$ cat config.mk
export PLATFORM = sky130hd
export DESIGN_NAME = cpu_mode_ctrl
export DESIGN_NICKNAME = d
export VERILOG_FILES = /design/src/hw/cpu_mode_pkg.sv /design/src/hw/cpu_mode_ctrl.sv /design/src/hw/pin_sync.sv /design/src/hw/reset_qualifier.sv
export SDC_FILE = /design/constraint.sdc
export NUM_CORES = 1
export LEC_CHECK = 0
export BUFFER_PORTS_ARGS = -buffer_cell sky130_fd_sc_hd__buf_2
export CAP_MARGIN = 20
export CORE_MARGIN = 4
export CORE_UTILIZATION = 48
export CTS_CLUSTER_DIAMETER = 100
export DETAILED_ROUTE_END_ITERATION = 8
export GPL_TIMING_DRIVEN = 0
export PLACE_DENSITY_LB_ADDON = 0.08
export SLEW_MARGIN = 15
export SYNTH_ARGS = -nofsm -noshare
export SYNTH_HDL_FRONTEND = slang
export SYNTH_SLANG_ARGS = --single-unit
$ cat constraint.sdc
create_clock -name mclk -period 2.1 [get_ports mclk]
set_clock_uncertainty 0.1 [all_clocks]
set_input_delay 0.525 -clock mclk [delete_from_list [all_inputs] [get_ports mclk]]
set_output_delay 0.525 -clock mclk [all_outputs]
set_load 0.02 [all_outputs]
$ cat src/hw/cpu_mode_pkg.sv
// Shared constants and types for the CPU operating-mode controller
package cpu_mode_pkg;

  // ==========================================================
  // Instruction codes seen by the mode decoder
  localparam logic [7:0] HALT_OPCODE   = 8'h76; // Single-byte halt
  localparam logic [7:0] SLEEP_PREFIX  = 8'hed; // First byte of sleep
  localparam logic [7:0] SLEEP_SECOND  = 8'h76; // Second byte of sleep

  // ==========================================================
  // Reset pin qualification
  localparam int         RESET_MIN_CYCLES = 6;    // Least low time in clocks
  localparam logic [2:0] RESET_CNT_MAX    = 3'(RESET_MIN_CYCLES);

  // ==========================================================
  // Pin vector layout and idle level
  localparam int         PIN_COUNT       = 5;
  localparam int         PIN_RESET       = 0;     // Reset pin, low active
  localparam int         PIN_NMI         = 1;     // Non-maskable, falling edge
  localparam int         PIN_IRQ_ZERO    = 2;     // Ext irq zero, low level
  localparam int         PIN_IRQ_TWO     = 3;     // Ext irq two, low level
  localparam int         PIN_BUS_REQUEST = 4;     // Bus request, low active
  localparam logic [4:0] PIN_IDLE        = 5'h1f; // All pins idle high

  // ==========================================================
  // Types
  typedef enum logic [4:0] {
    ST_RUN   = 5'h01, // Normal execution, also io stop
    ST_HALT  = 5'h02, // Halt, clocks running
    ST_SLEEP = 5'h04, // Sleep, cpu clock stopped
    ST_STOP  = 5'h08, // System stop, cpu and peripherals stopped
    ST_RESET = 5'h10  // Qualified reset held
  } mode_t;

  typedef struct packed {
    logic irqZero; // External irq zero
    logic irqTwo;  // External irq two
    logic serial; // Async serial unit
    logic csio;   // Clocked serial unit
    logic timer;  // Programmable reload timer
  } irq_vec_t;

  typedef struct packed {
    logic cpuClock;    // Internal cpu clock enable
    logic refresh;     // Refresh cycle insertion enable
    logic dma;         // Dma controller enable
    logic peripherals; // Serial and timer units enable
  } clk_gate_t;

  typedef struct packed {
    logic addrHigh;     // Force address outputs high
    logic ctrlInactive; // Force control outputs inactive high
    logic dataRelease;  // Data bus released
  } bus_park_t;

  typedef struct packed {
    logic nmi;        // Start non-maskable response
    logic maskable;   // Start maskable response
    logic resumeNext; // Resume after sleep, no response
    logic restart;    // Restart at address zero
  } wake_t;

  localparam clk_gate_t GATE_RESET = 4'hf; // All running after reset
  localparam bus_park_t PARK_RESET = 3'h0; // Bus not parked after reset
  localparam wake_t     WAKE_NONE  = 4'h0; // No wake pulse

  // Any enabled maskable source; internal ones dropped when stopped
  function automatic logic anyWake(irq_vec_t src, irq_vec_t en,
                                   logic internalStopped);
    irq_vec_t live;
    live = src & en;
    if (internalStopped) begin
      live.serial = 1'b0;
      live.csio   = 1'b0;
      live.timer  = 1'b0;
    end
    return |live;
  endfunction : anyWake

endpackage : cpu_mode_pkg

$ cat src/hw/cpu_mode_ctrl.sv
// Operating-mode controller: halt, sleep, io stop and system stop
`timescale 1ns/1ns
// Behaviour
// - Halt opcode enters halt, execution stops
// - Halt keeps clock, refresh, dma running; peripherals follow stop bit
// - Halt status output low throughout halt
// - Halt bus does repeated dummy opcode fetches
// - Six-clock low reset exits, restarts at zero
// - Enabled interrupt or nmi ends halt, responds
// - Masked interrupt leaves device halted
// - Two-byte sleep instruction enters sleep
// - Sleep stops cpu clock, refresh, dma only
// - Sleep still grants alternate master bus requests
// - Sleep parks address high, controls high while bus not granted, data released
// - External or internal interrupt ends sleep; nmi responds
// - Individually disabled interrupt ignored, sleep stays
// - Global enable set: exit sleep, respond
// - Global enable clear: exit sleep, resume next
// - Peripheral stop bit halts serial and timer units
// - Clearing stop bit restarts the peripherals
// - Stop bit plus sleep enters system stop
// - System stop exits like sleep, internal excluded
module cpu_mode_ctrl (
  input  wire logic                    mclk,
  input  wire logic                    rst,
  input  wire logic                    resetPinN,             // Reset pin
  input  wire logic                    nmiPinN,               // Nmi pin
  input  wire logic                    extIrqZeroInN,         // Irq zero pin
  input  wire logic                    extIrqTwoInN,          // Irq two pin
  input  wire logic                    busRequestInN,         // Bus request pin
  input  wire logic                    opValid,               // Opcode byte executed
  input  wire logic [7:0]              opByte,                // That opcode byte
  input  wire logic                    machineCycleEnd,       // Bus may be released
  input  wire logic                    globalIrqEnableFlag,   // Global enable
  input  wire logic                    peripheralStopBit,     // Io stop control bit
  input  wire cpu_mode_pkg::irq_vec_t  irqEnable,             // Per-source enables
  input  wire logic                    serialIrq,             // Async serial irq
  input  wire logic                    csioIrq,               // Clocked serial irq
  input  wire logic                    timerIrq,              // Timer irq
  output logic                         haltN,                 // Halt status, low
  output logic                         fetchHold,             // Dummy fetch request
  output logic                         cpuReset,              // Cpu held in reset
  output logic                         busGrantOutN,          // Bus grant, low
  output cpu_mode_pkg::clk_gate_t      clkGate,               // Clock gates
  output cpu_mode_pkg::bus_park_t      busPark,               // Sleep bus parking
  output cpu_mode_pkg::wake_t          wakeOut                // Exit pulses
);

  // ==========================================================
  // Pin synchronisation and reset qualification
  logic [cpu_mode_pkg::PIN_COUNT-1:0] pinsSync;   // Filtered pin levels
  logic                               resetValid; // Reset held six clocks

  pin_sync u_pinSync (
    .mclk      (mclk),
    .rst       (rst),
    .pinsAsync ({busRequestInN, extIrqTwoInN, extIrqZeroInN, nmiPinN, resetPinN}),
    .pinsSync  (pinsSync)
  );

  reset_qualifier u_resetQual (
    .mclk       (mclk),
    .rst        (rst),
    .resetLow   (!pinsSync[cpu_mode_pkg::PIN_RESET]),
    .resetValid (resetValid)
  );

  // ==========================================================
  // Interrupt sources and opcode decode
  logic                   bus_request_in;      // Bus requested
  logic                   nmiLevel;    // Last nmi level seen
  logic                   nmiEdge;     // Nmi falling edge
  cpu_mode_pkg::irq_vec_t irqSrc;      // Pending maskable sources
  logic                   stopInternal; // Internal sources gated off
  logic                   wakeAny;     // Some enabled source active
  logic                   prefixSeen;  // Sleep prefix byte seen
  logic                   haltDec;     // Halt opcode executed
  logic                   sleepDec;    // Sleep instruction executed

  assign bus_request_in       = !pinsSync[cpu_mode_pkg::PIN_BUS_REQUEST];
  assign nmiEdge      = nmiLevel && !pinsSync[cpu_mode_pkg::PIN_NMI];
  assign irqSrc       = {!pinsSync[cpu_mode_pkg::PIN_IRQ_ZERO],
                         !pinsSync[cpu_mode_pkg::PIN_IRQ_TWO],
                         serialIrq, csioIrq, timerIrq};
  assign stopInternal = peripheralStopBit;
  assign wakeAny      = cpu_mode_pkg::anyWake(irqSrc, irqEnable, stopInternal);
  assign haltDec      = opValid && !prefixSeen
                        && (opByte == cpu_mode_pkg::HALT_OPCODE);
  assign sleepDec     = opValid && prefixSeen
                        && (opByte == cpu_mode_pkg::SLEEP_SECOND);

  // ==========================================================
  // Mode state and nmi latch
  cpu_mode_pkg::mode_t mode;          // Current operating mode
  cpu_mode_pkg::mode_t next_mode;
  logic                nmiPending;    // Latched nmi edge
  logic                next_nmiPending;
  logic                next_prefixSeen;
  logic                next_nmiLevel;
  cpu_mode_pkg::wake_t next_wakeOut;

  // Next mode, wake pulses and nmi latch
  always_comb begin
    next_mode       = mode;
    next_wakeOut    = cpu_mode_pkg::WAKE_NONE;
    next_nmiLevel   = pinsSync[cpu_mode_pkg::PIN_NMI];
    next_prefixSeen = prefixSeen;
    if (opValid) begin
      next_prefixSeen = (opByte == cpu_mode_pkg::SLEEP_PREFIX) && !prefixSeen;
    end
    unique case (mode)
      cpu_mode_pkg::ST_RUN: begin
        // Enter halt or sleep from executed instruction
        if (haltDec) begin
          next_mode = cpu_mode_pkg::ST_HALT;
        end else if (sleepDec && peripheralStopBit) begin
          next_mode = cpu_mode_pkg::ST_STOP;
        end else if (sleepDec) begin
          next_mode = cpu_mode_pkg::ST_SLEEP;
        end
      end
      cpu_mode_pkg::ST_HALT: begin
        // Nmi ignores global enable; masked sources keep halt
        if (nmiPending) begin
          next_wakeOut.nmi = 1'b1;
          next_mode        = cpu_mode_pkg::ST_RUN;
        end else if (wakeAny && globalIrqEnableFlag) begin
          next_wakeOut.maskable = 1'b1;
          next_mode             = cpu_mode_pkg::ST_RUN;
        end
      end
      cpu_mode_pkg::ST_SLEEP, cpu_mode_pkg::ST_STOP: begin
        // Sleep and system stop share the exit rules
        if (nmiPending) begin
          next_wakeOut.nmi = 1'b1;
          next_mode        = cpu_mode_pkg::ST_RUN;
        end else if (wakeAny && globalIrqEnableFlag) begin
          next_wakeOut.maskable = 1'b1;
          next_mode             = cpu_mode_pkg::ST_RUN;
        end else if (wakeAny) begin
          next_wakeOut.resumeNext = 1'b1;
          next_mode               = cpu_mode_pkg::ST_RUN;
        end
      end
      cpu_mode_pkg::ST_RESET: begin
        // Release restarts execution at address zero
        if (!resetValid) begin
          next_wakeOut.restart = 1'b1;
          next_mode            = cpu_mode_pkg::ST_RUN;
        end
      end
    endcase
    // Qualified reset wins over every mode
    if (resetValid) begin
      next_mode       = cpu_mode_pkg::ST_RESET;
      next_wakeOut    = cpu_mode_pkg::WAKE_NONE;
      next_prefixSeen = 1'b0;
    end
    // A new edge in the clearing cycle is kept
    if (next_wakeOut.nmi || mode == cpu_mode_pkg::ST_RUN || resetValid) begin
      next_nmiPending = nmiEdge;
    end else begin
      next_nmiPending = nmiPending || nmiEdge;
    end
  end

  // Mode registers
  always_ff @(posedge mclk or posedge rst) begin
    if (rst) begin
      mode       <= cpu_mode_pkg::ST_RUN;
      nmiPending <= 1'b0;
      nmiLevel   <= 1'b1;
      prefixSeen <= 1'b0;
      wakeOut    <= cpu_mode_pkg::WAKE_NONE;
    end else begin
      mode       <= next_mode;
      nmiPending <= next_nmiPending;
      nmiLevel   <= next_nmiLevel;
      prefixSeen <= next_prefixSeen;
      wakeOut    <= next_wakeOut;
    end
  end

  // ==========================================================
  // Clock gates, bus grant, parking and status outputs
  logic                    stopped;         // Cpu stopped now
  logic                    nextStopped;     // Cpu stopped next
  logic                    next_haltN;
  logic                    next_fetchHold;
  logic                    next_cpuReset;
  logic                    next_busGrantOutN;
  cpu_mode_pkg::clk_gate_t next_clkGate;
  cpu_mode_pkg::bus_park_t next_busPark;

  assign stopped     = (mode == cpu_mode_pkg::ST_SLEEP) || (mode == cpu_mode_pkg::ST_STOP);
  assign nextStopped = (next_mode == cpu_mode_pkg::ST_SLEEP)
                       || (next_mode == cpu_mode_pkg::ST_STOP);

  // Status, cpu-side gate and park next values follow the next mode; grant and peripheral gate do not
  always_comb begin
    next_haltN    = (next_mode != cpu_mode_pkg::ST_HALT);
    next_fetchHold = (next_mode == cpu_mode_pkg::ST_HALT);
    next_cpuReset = (next_mode == cpu_mode_pkg::ST_RESET);
    // Grant at cycle end, or at once when the cpu is stopped
    next_busGrantOutN = !(bus_request_in && (!busGrantOutN || stopped || machineCycleEnd));
    // Halt keeps cpu clock, refresh, dma running; sleep stops cpu side; peripherals follow stop bit
    next_clkGate.cpuClock    = !nextStopped;
    next_clkGate.refresh     = !nextStopped;
    next_clkGate.dma         = !nextStopped;
    next_clkGate.peripherals = !peripheralStopBit;
    // Address and controls parked only while the cpu owns the bus; data released whenever stopped
    next_busPark.addrHigh     = nextStopped && next_busGrantOutN;
    next_busPark.ctrlInactive = nextStopped && next_busGrantOutN;
    next_busPark.dataRelease  = nextStopped;
  end

  // Output registers
  always_ff @(posedge mclk or posedge rst) begin
    if (rst) begin
      haltN        <= 1'b1;
      fetchHold    <= 1'b0;
      cpuReset     <= 1'b0;
      busGrantOutN <= 1'b1;
      clkGate      <= cpu_mode_pkg::GATE_RESET;
      busPark      <= cpu_mode_pkg::PARK_RESET;
    end else begin
      haltN        <= next_haltN;
      fetchHold    <= next_fetchHold;
      cpuReset     <= next_cpuReset;
      busGrantOutN <= next_busGrantOutN;
      clkGate      <= next_clkGate;
      busPark      <= next_busPark;
    end
  end
endmodule : cpu_mode_ctrl

$ cat src/hw/pin_sync.sv
// Three-stage pin synchroniser with agreement filter
`timescale 1ns/1ns
module pin_sync (
  input  wire logic                               mclk,
  input  wire logic                               rst,
  input  wire logic [cpu_mode_pkg::PIN_COUNT-1:0] pinsAsync,
  output logic      [cpu_mode_pkg::PIN_COUNT-1:0] pinsSync
);
  logic [cpu_mode_pkg::PIN_COUNT-1:0] stage1;      // Read only by stage2
  logic [cpu_mode_pkg::PIN_COUNT-1:0] stage2;      // Second stage
  logic [cpu_mode_pkg::PIN_COUNT-1:0] stage3;      // Third stage
  logic [cpu_mode_pkg::PIN_COUNT-1:0] next_pinsSync;

  // ==========================================================
  // Accept a change only when stages two and three agree
  always_comb begin
    for (int i = 0; i < cpu_mode_pkg::PIN_COUNT; i++) begin
      next_pinsSync[i] = (stage2[i] == stage3[i]) ? stage3[i] : pinsSync[i];
    end
  end

  // Stage registers
  always_ff @(posedge mclk or posedge rst) begin
    if (rst) begin
      stage1   <= cpu_mode_pkg::PIN_IDLE;
      stage2   <= cpu_mode_pkg::PIN_IDLE;
      stage3   <= cpu_mode_pkg::PIN_IDLE;
      pinsSync <= cpu_mode_pkg::PIN_IDLE;
    end else begin
      stage1   <= pinsAsync;
      stage2   <= stage1;
      stage3   <= stage2;
      pinsSync <= next_pinsSync;
    end
  end
endmodule : pin_sync

$ cat src/hw/reset_qualifier.sv
// Reset pin qualifier: accepts only a low of six or more clocks
`timescale 1ns/1ns
module reset_qualifier (
  input  wire logic mclk,
  input  wire logic rst,
  input  wire logic resetLow,   // Synchronised pin level, high while low
  output logic      resetValid  // Qualified reset level
);
  logic [2:0] lowCount;       // Consecutive low clocks, saturating
  logic [2:0] next_lowCount;
  logic       next_resetValid;

  // ==========================================================
  // Count consecutive lows; a short pulse restarts the count
  always_comb begin
    if (!resetLow) begin
      next_lowCount = 3'h0;
    end else if (lowCount == cpu_mode_pkg::RESET_CNT_MAX) begin
      next_lowCount = lowCount;
    end else begin
      next_lowCount = lowCount + 3'h1;
    end
    next_resetValid = resetLow && (next_lowCount == cpu_mode_pkg::RESET_CNT_MAX);
  end

  // Counter registers
  always_ff @(posedge mclk or posedge rst) begin
    if (rst) begin
      lowCount   <= 3'h0;
      resetValid <= 1'b0;
    end else begin
      lowCount   <= next_lowCount;
      resetValid <= next_resetValid;
    end
  end
endmodule : reset_qualifier

==> impl_metrics.csv <==
group,metric,value,unit
floorplan,num_io_pins,42,
placement,dp_cells,241,
worst_setup_path,crit_path_end,"haltN",
detailed_routing,highest_layer,"met4",
synth,postSynthCellCount,151,
detailed_routing,drc_errors,0,
placement,dp_slack,-0.1437,ns
floorplan,rows,22,
synth,synth_cell_types,47,
worst_setup_path,slowest_stage,"or3b_4",
final_layout,fin_nets,235,
final_layout,final_area,0.002384,mm2
timing,fmax,0.4643,GHz
final_layout,synthToLayoutAreaGrowth,25.08,%
timing,finalSetupViolations,3,
detailed_routing,dr_wl_met2,1.841,mm
clock_tree,clk_path_buf_depth,2,
global_routing,gr-total-overflow,0,
worst_setup_path,crit_path_max_fanout,6,
placement,dp_hpwl,2.440,mm
synth,ys.flop_type,"dfstp_2",
synth,synth-xor-area-share,2.823,%
floorplan,start_util,50.90,%
clock_tree,numClockSinks,44,
detailed_routing,wl_met3,205,um
clock_tree,cts_made_buffers,5,
final_layout,fillCellCount,314,
synth,synth_top_area_cell,"dfstp_2",
worst_setup_path,crit_arrival,2.27,ns
final_layout,drive_gt1_share,52.66,%
floorplan,fp.dieH,71.01,um
synth,synth-simple-area-share,18.65,%
synth,synth.avg_cell_area,12.62,um2
timing,fin_crit,2.154,ns
synth,synth_compound_area_share,10.31,%
outcome,status,"finished, violations left",
synth,synthAdderAreaFrac,3.940,%
final_layout,multi_input_area,706.9,um2
global_routing,antenna_found_initial,0,
worst_setup_path,crit_start,"mode[1]",
synth,async_reset_ff_share,100.0,%
clock_tree,cts.clk_slew.worst_paths,0.08,ns
floorplan,die_x,71.01,um
final_layout,num_antenna_cells,0,
detailed_routing,met1Wirelength,1.375,mm
synth,syn_area,0.001906,mm2
worst_setup_path,worstPathRequired,2.22,ns
worst_setup_path,r2r_slack,-0.05,ns
timing,tightest_slew,0.4420,ns
detailed_routing,vias,1285,
detailed_routing,ant_nets,0,
clock_tree,cts_root_buf,"clkbuf_8",
placement,place_congestion,0.7994,
synth,post-synth-top-count-cell,"dfstp_2",
timing,rsz0062_at_grt,"true",
placement,port_buffers,41,
run,max-cap-violations,0,
global_routing,grt_max_degree,30,
timing,setup_slack,-0.05357,ns
synth,muxShareOfSynthArea,0,%
pwr,leakagePower,1.086,nW
clock_tree,clock_latency,0.29,ns
global_routing,grtUsageTotal,14.86,%
floorplan,die_area,0.005042,mm2
floorplan,core_area,0.003744,mm2
detailed_routing,route.detailed.wl_per_inst,13.54,um
timing,finalHoldViolCount,0,
synth,yosys-top-cells-count,"dfstp_2, dfrtp_1, nand2_1, nor2_1, inv_1",
synth,synth_edf_count,0,
global_routing,grt_pass1_wl,5.871,mm
synth,synthTopCellsByArea,"dfstp_2, dfrtp_1, maj3_1",
synth,ys_seq_area_share,59.49,%
timing,slew_violations,0,
timing,fin_crit_sh,102.6,%
worst_setup_path,r2r_cells,6,
final_layout,final_cells,255,
placement,dpl_cell_area,0.002191,mm2
synth,yosys_warnings,0,
timing,relSlewSlack,70.53,%
worst_setup_path,worstSetupPathType,"reg2reg",
synth,synth_seq_cells,44,
clock_tree,htree_levels,2,
detailed_routing,drt_iter0_drc,63,
synth,syn_nets,180,
pwr,powerDensity,992.8,mW/mm2
pwr,ir_drop,0.5224,mV
detailed_routing,via_per_inst,5.039,
detailed_routing,drt_first_pass_iters,4,
detailed_routing,totalWireLength,3.453,mm
final_layout,seq_area,0.001134,mm2
worst_setup_path,cp-start-kind,"flip-flop",
worst_setup_path,cpPeakStageDelay,0.41,ns
clock_tree,cts_hold_buffers,0,
worst_setup_path,r2r_end,"haltN",
worst_setup_path,worstSetupEndpointType,"flip-flop",
outcome,violations,"negative setup slack",
global_routing,grt_pass1_vias,1297,
worst_setup_path,path_cells,"buf_6 > or3_4 > or3b_4 > nand4b_1 > o211ai_2 > or3_1",
worst_hold_path,hold_path_class,"in2async",
synth,synth.top_cell.area_share,35.85,%
clock_tree,cts_tree,"done",
worst_setup_path,r2r_start,"mode[1]",
synth,synth_top_family_by_area,"simple AND/OR/NAND/NOR gates",
==> layer usage <==
layer,vias to the layer above,GRT usage [%]
li1,623,-
met1,621,17.86
met2,37,25.44
met5,-,0
met4,0,5.010
met3,4,4.403
==> what timing repair did <==
item / in CTS / in global routing
pin swaps: 0 / 3
gates resized for setup: 1 / 3
endpoints found under the setup margin: 4 / 5
setup buffers: 2 / 4
==> placed cells by master (no fill, tap or decap), drive strengths merged, types with 2 or more instances in the layout <==
cell,netlist,layout
dfstp,26,26
a21oi,4,4
o21ai,4,4
nor4b,2,2
inv,6,6
or3,4,4
nor3b,2,2
xor2,2,2
maj3,5,5
nand3,4,4
nor2b,4,4
clkbuf,2,8
buf,7,55
o211ai,4,4
nor2,12,12
ha,2,2
dfrtp,18,18
xnor2,2,2
nand3b,2,2
nand2b,5,5
nor3,6,6
a211oi,2,2
nand2,11,11
nand4,2,2
nand4b,2,2
==> power by group <==
| group | internal [W] | switching, W | total, W |
|---|---|---|---|
| combinational | 0.000312 | 0.000363 | 0.000674 |
| sequential | 0.000968 | 0.0000507 | 0.00102 |
| clock | 0.000389 | 0.000285 | 0.000674 |
| total | 0.00167 | 0.000698 | 0.00237 |
==> sequential cells by signal, summed over array words and instances, names as in the netlist <==
register	count
wakeOut	4
prefixSeen	1
u_resetQual.lowCount	3
u_pinSync.stage3	5
haltN	1
u_resetQual.resetValid	1
mode	5
busPark	2
fetchHold	1
cpuReset	1
u_pinSync.stage2	5
u_pinSync.pinsSync	5
nmiLevel	1
busGrantOutN	1
u_pinSync.stage1	5
nmiPending	1
clkGate	2
==> layout make-up <==
| type | count | share of cell area [%] |
|---|---|---|
| plain buffers | 9 | 2.887 |
| clock buffers | 6 | 3.465 |
| clock inverters | 2 | 1.627 |
| inverters | 6 | 0.9449 |
| multi-input cells | 92 | 29.66 |
| flip-flops and latches | 44 | 47.56 |
| well taps | 48 | 2.520 |
| repair buffers | 48 | 11.34 |
==> worst max-delay path, delay by kind of cell, from the launching register on <==
kind / cells / cell delay (ns)
and+or+nand+nor: 4 / 1.31
DFF: 1 / 0.38
buffers and inverters: 1 / 0.14
AOI/OAI and AO/OA: 1 / 0.14
==> metrics by stage <==
step	TNS, ns	hold WS, ns	util, %	power, W
floorplan	0	0.2452	-	0.001476
global placement	-0.4029	0.2457	57.99	0.001595
detailed placement	-0.4697	0.2472	58.52	0.001622
CTS	-0.1773	0.08192	62.37	0.002336
global route	-0.5409	0.09643	63.67	0.002510
finish	-0.1503	0.08557	63.67	0.002366
==> cell families after synthesis <==
group | after synthesis
flip-flops | 44
AO/OA/AOI/OAI | 21
adder cells (fa/ha/maj) | 7
AND/OR/NAND/NOR | 60
buffers and inverters | 15
XOR/XNOR | 4
==> how the worst min path moves through the flow <==
stage / from / to / slack [ns] / cells past startpoint
after detailed placement: u_pinSync.stage1[3] / u_pinSync.stage2[3] / 0.25 / 0
after global routing: rst / busPark[0] / 0.1 / 2
after CTS: rst / u_resetQual.lowCount[0] / 0.08 / 2
after global placement: u_pinSync.stage1[4] / u_pinSync.stage2[4] / 0.25 / 0
final: rst / u_resetQual.lowCount[0] / 0.09 / 2
after floorplan: u_pinSync.stage1[0] / u_pinSync.stage2[0] / 0.25 / 0
Power figures use the tool's default switching activity.
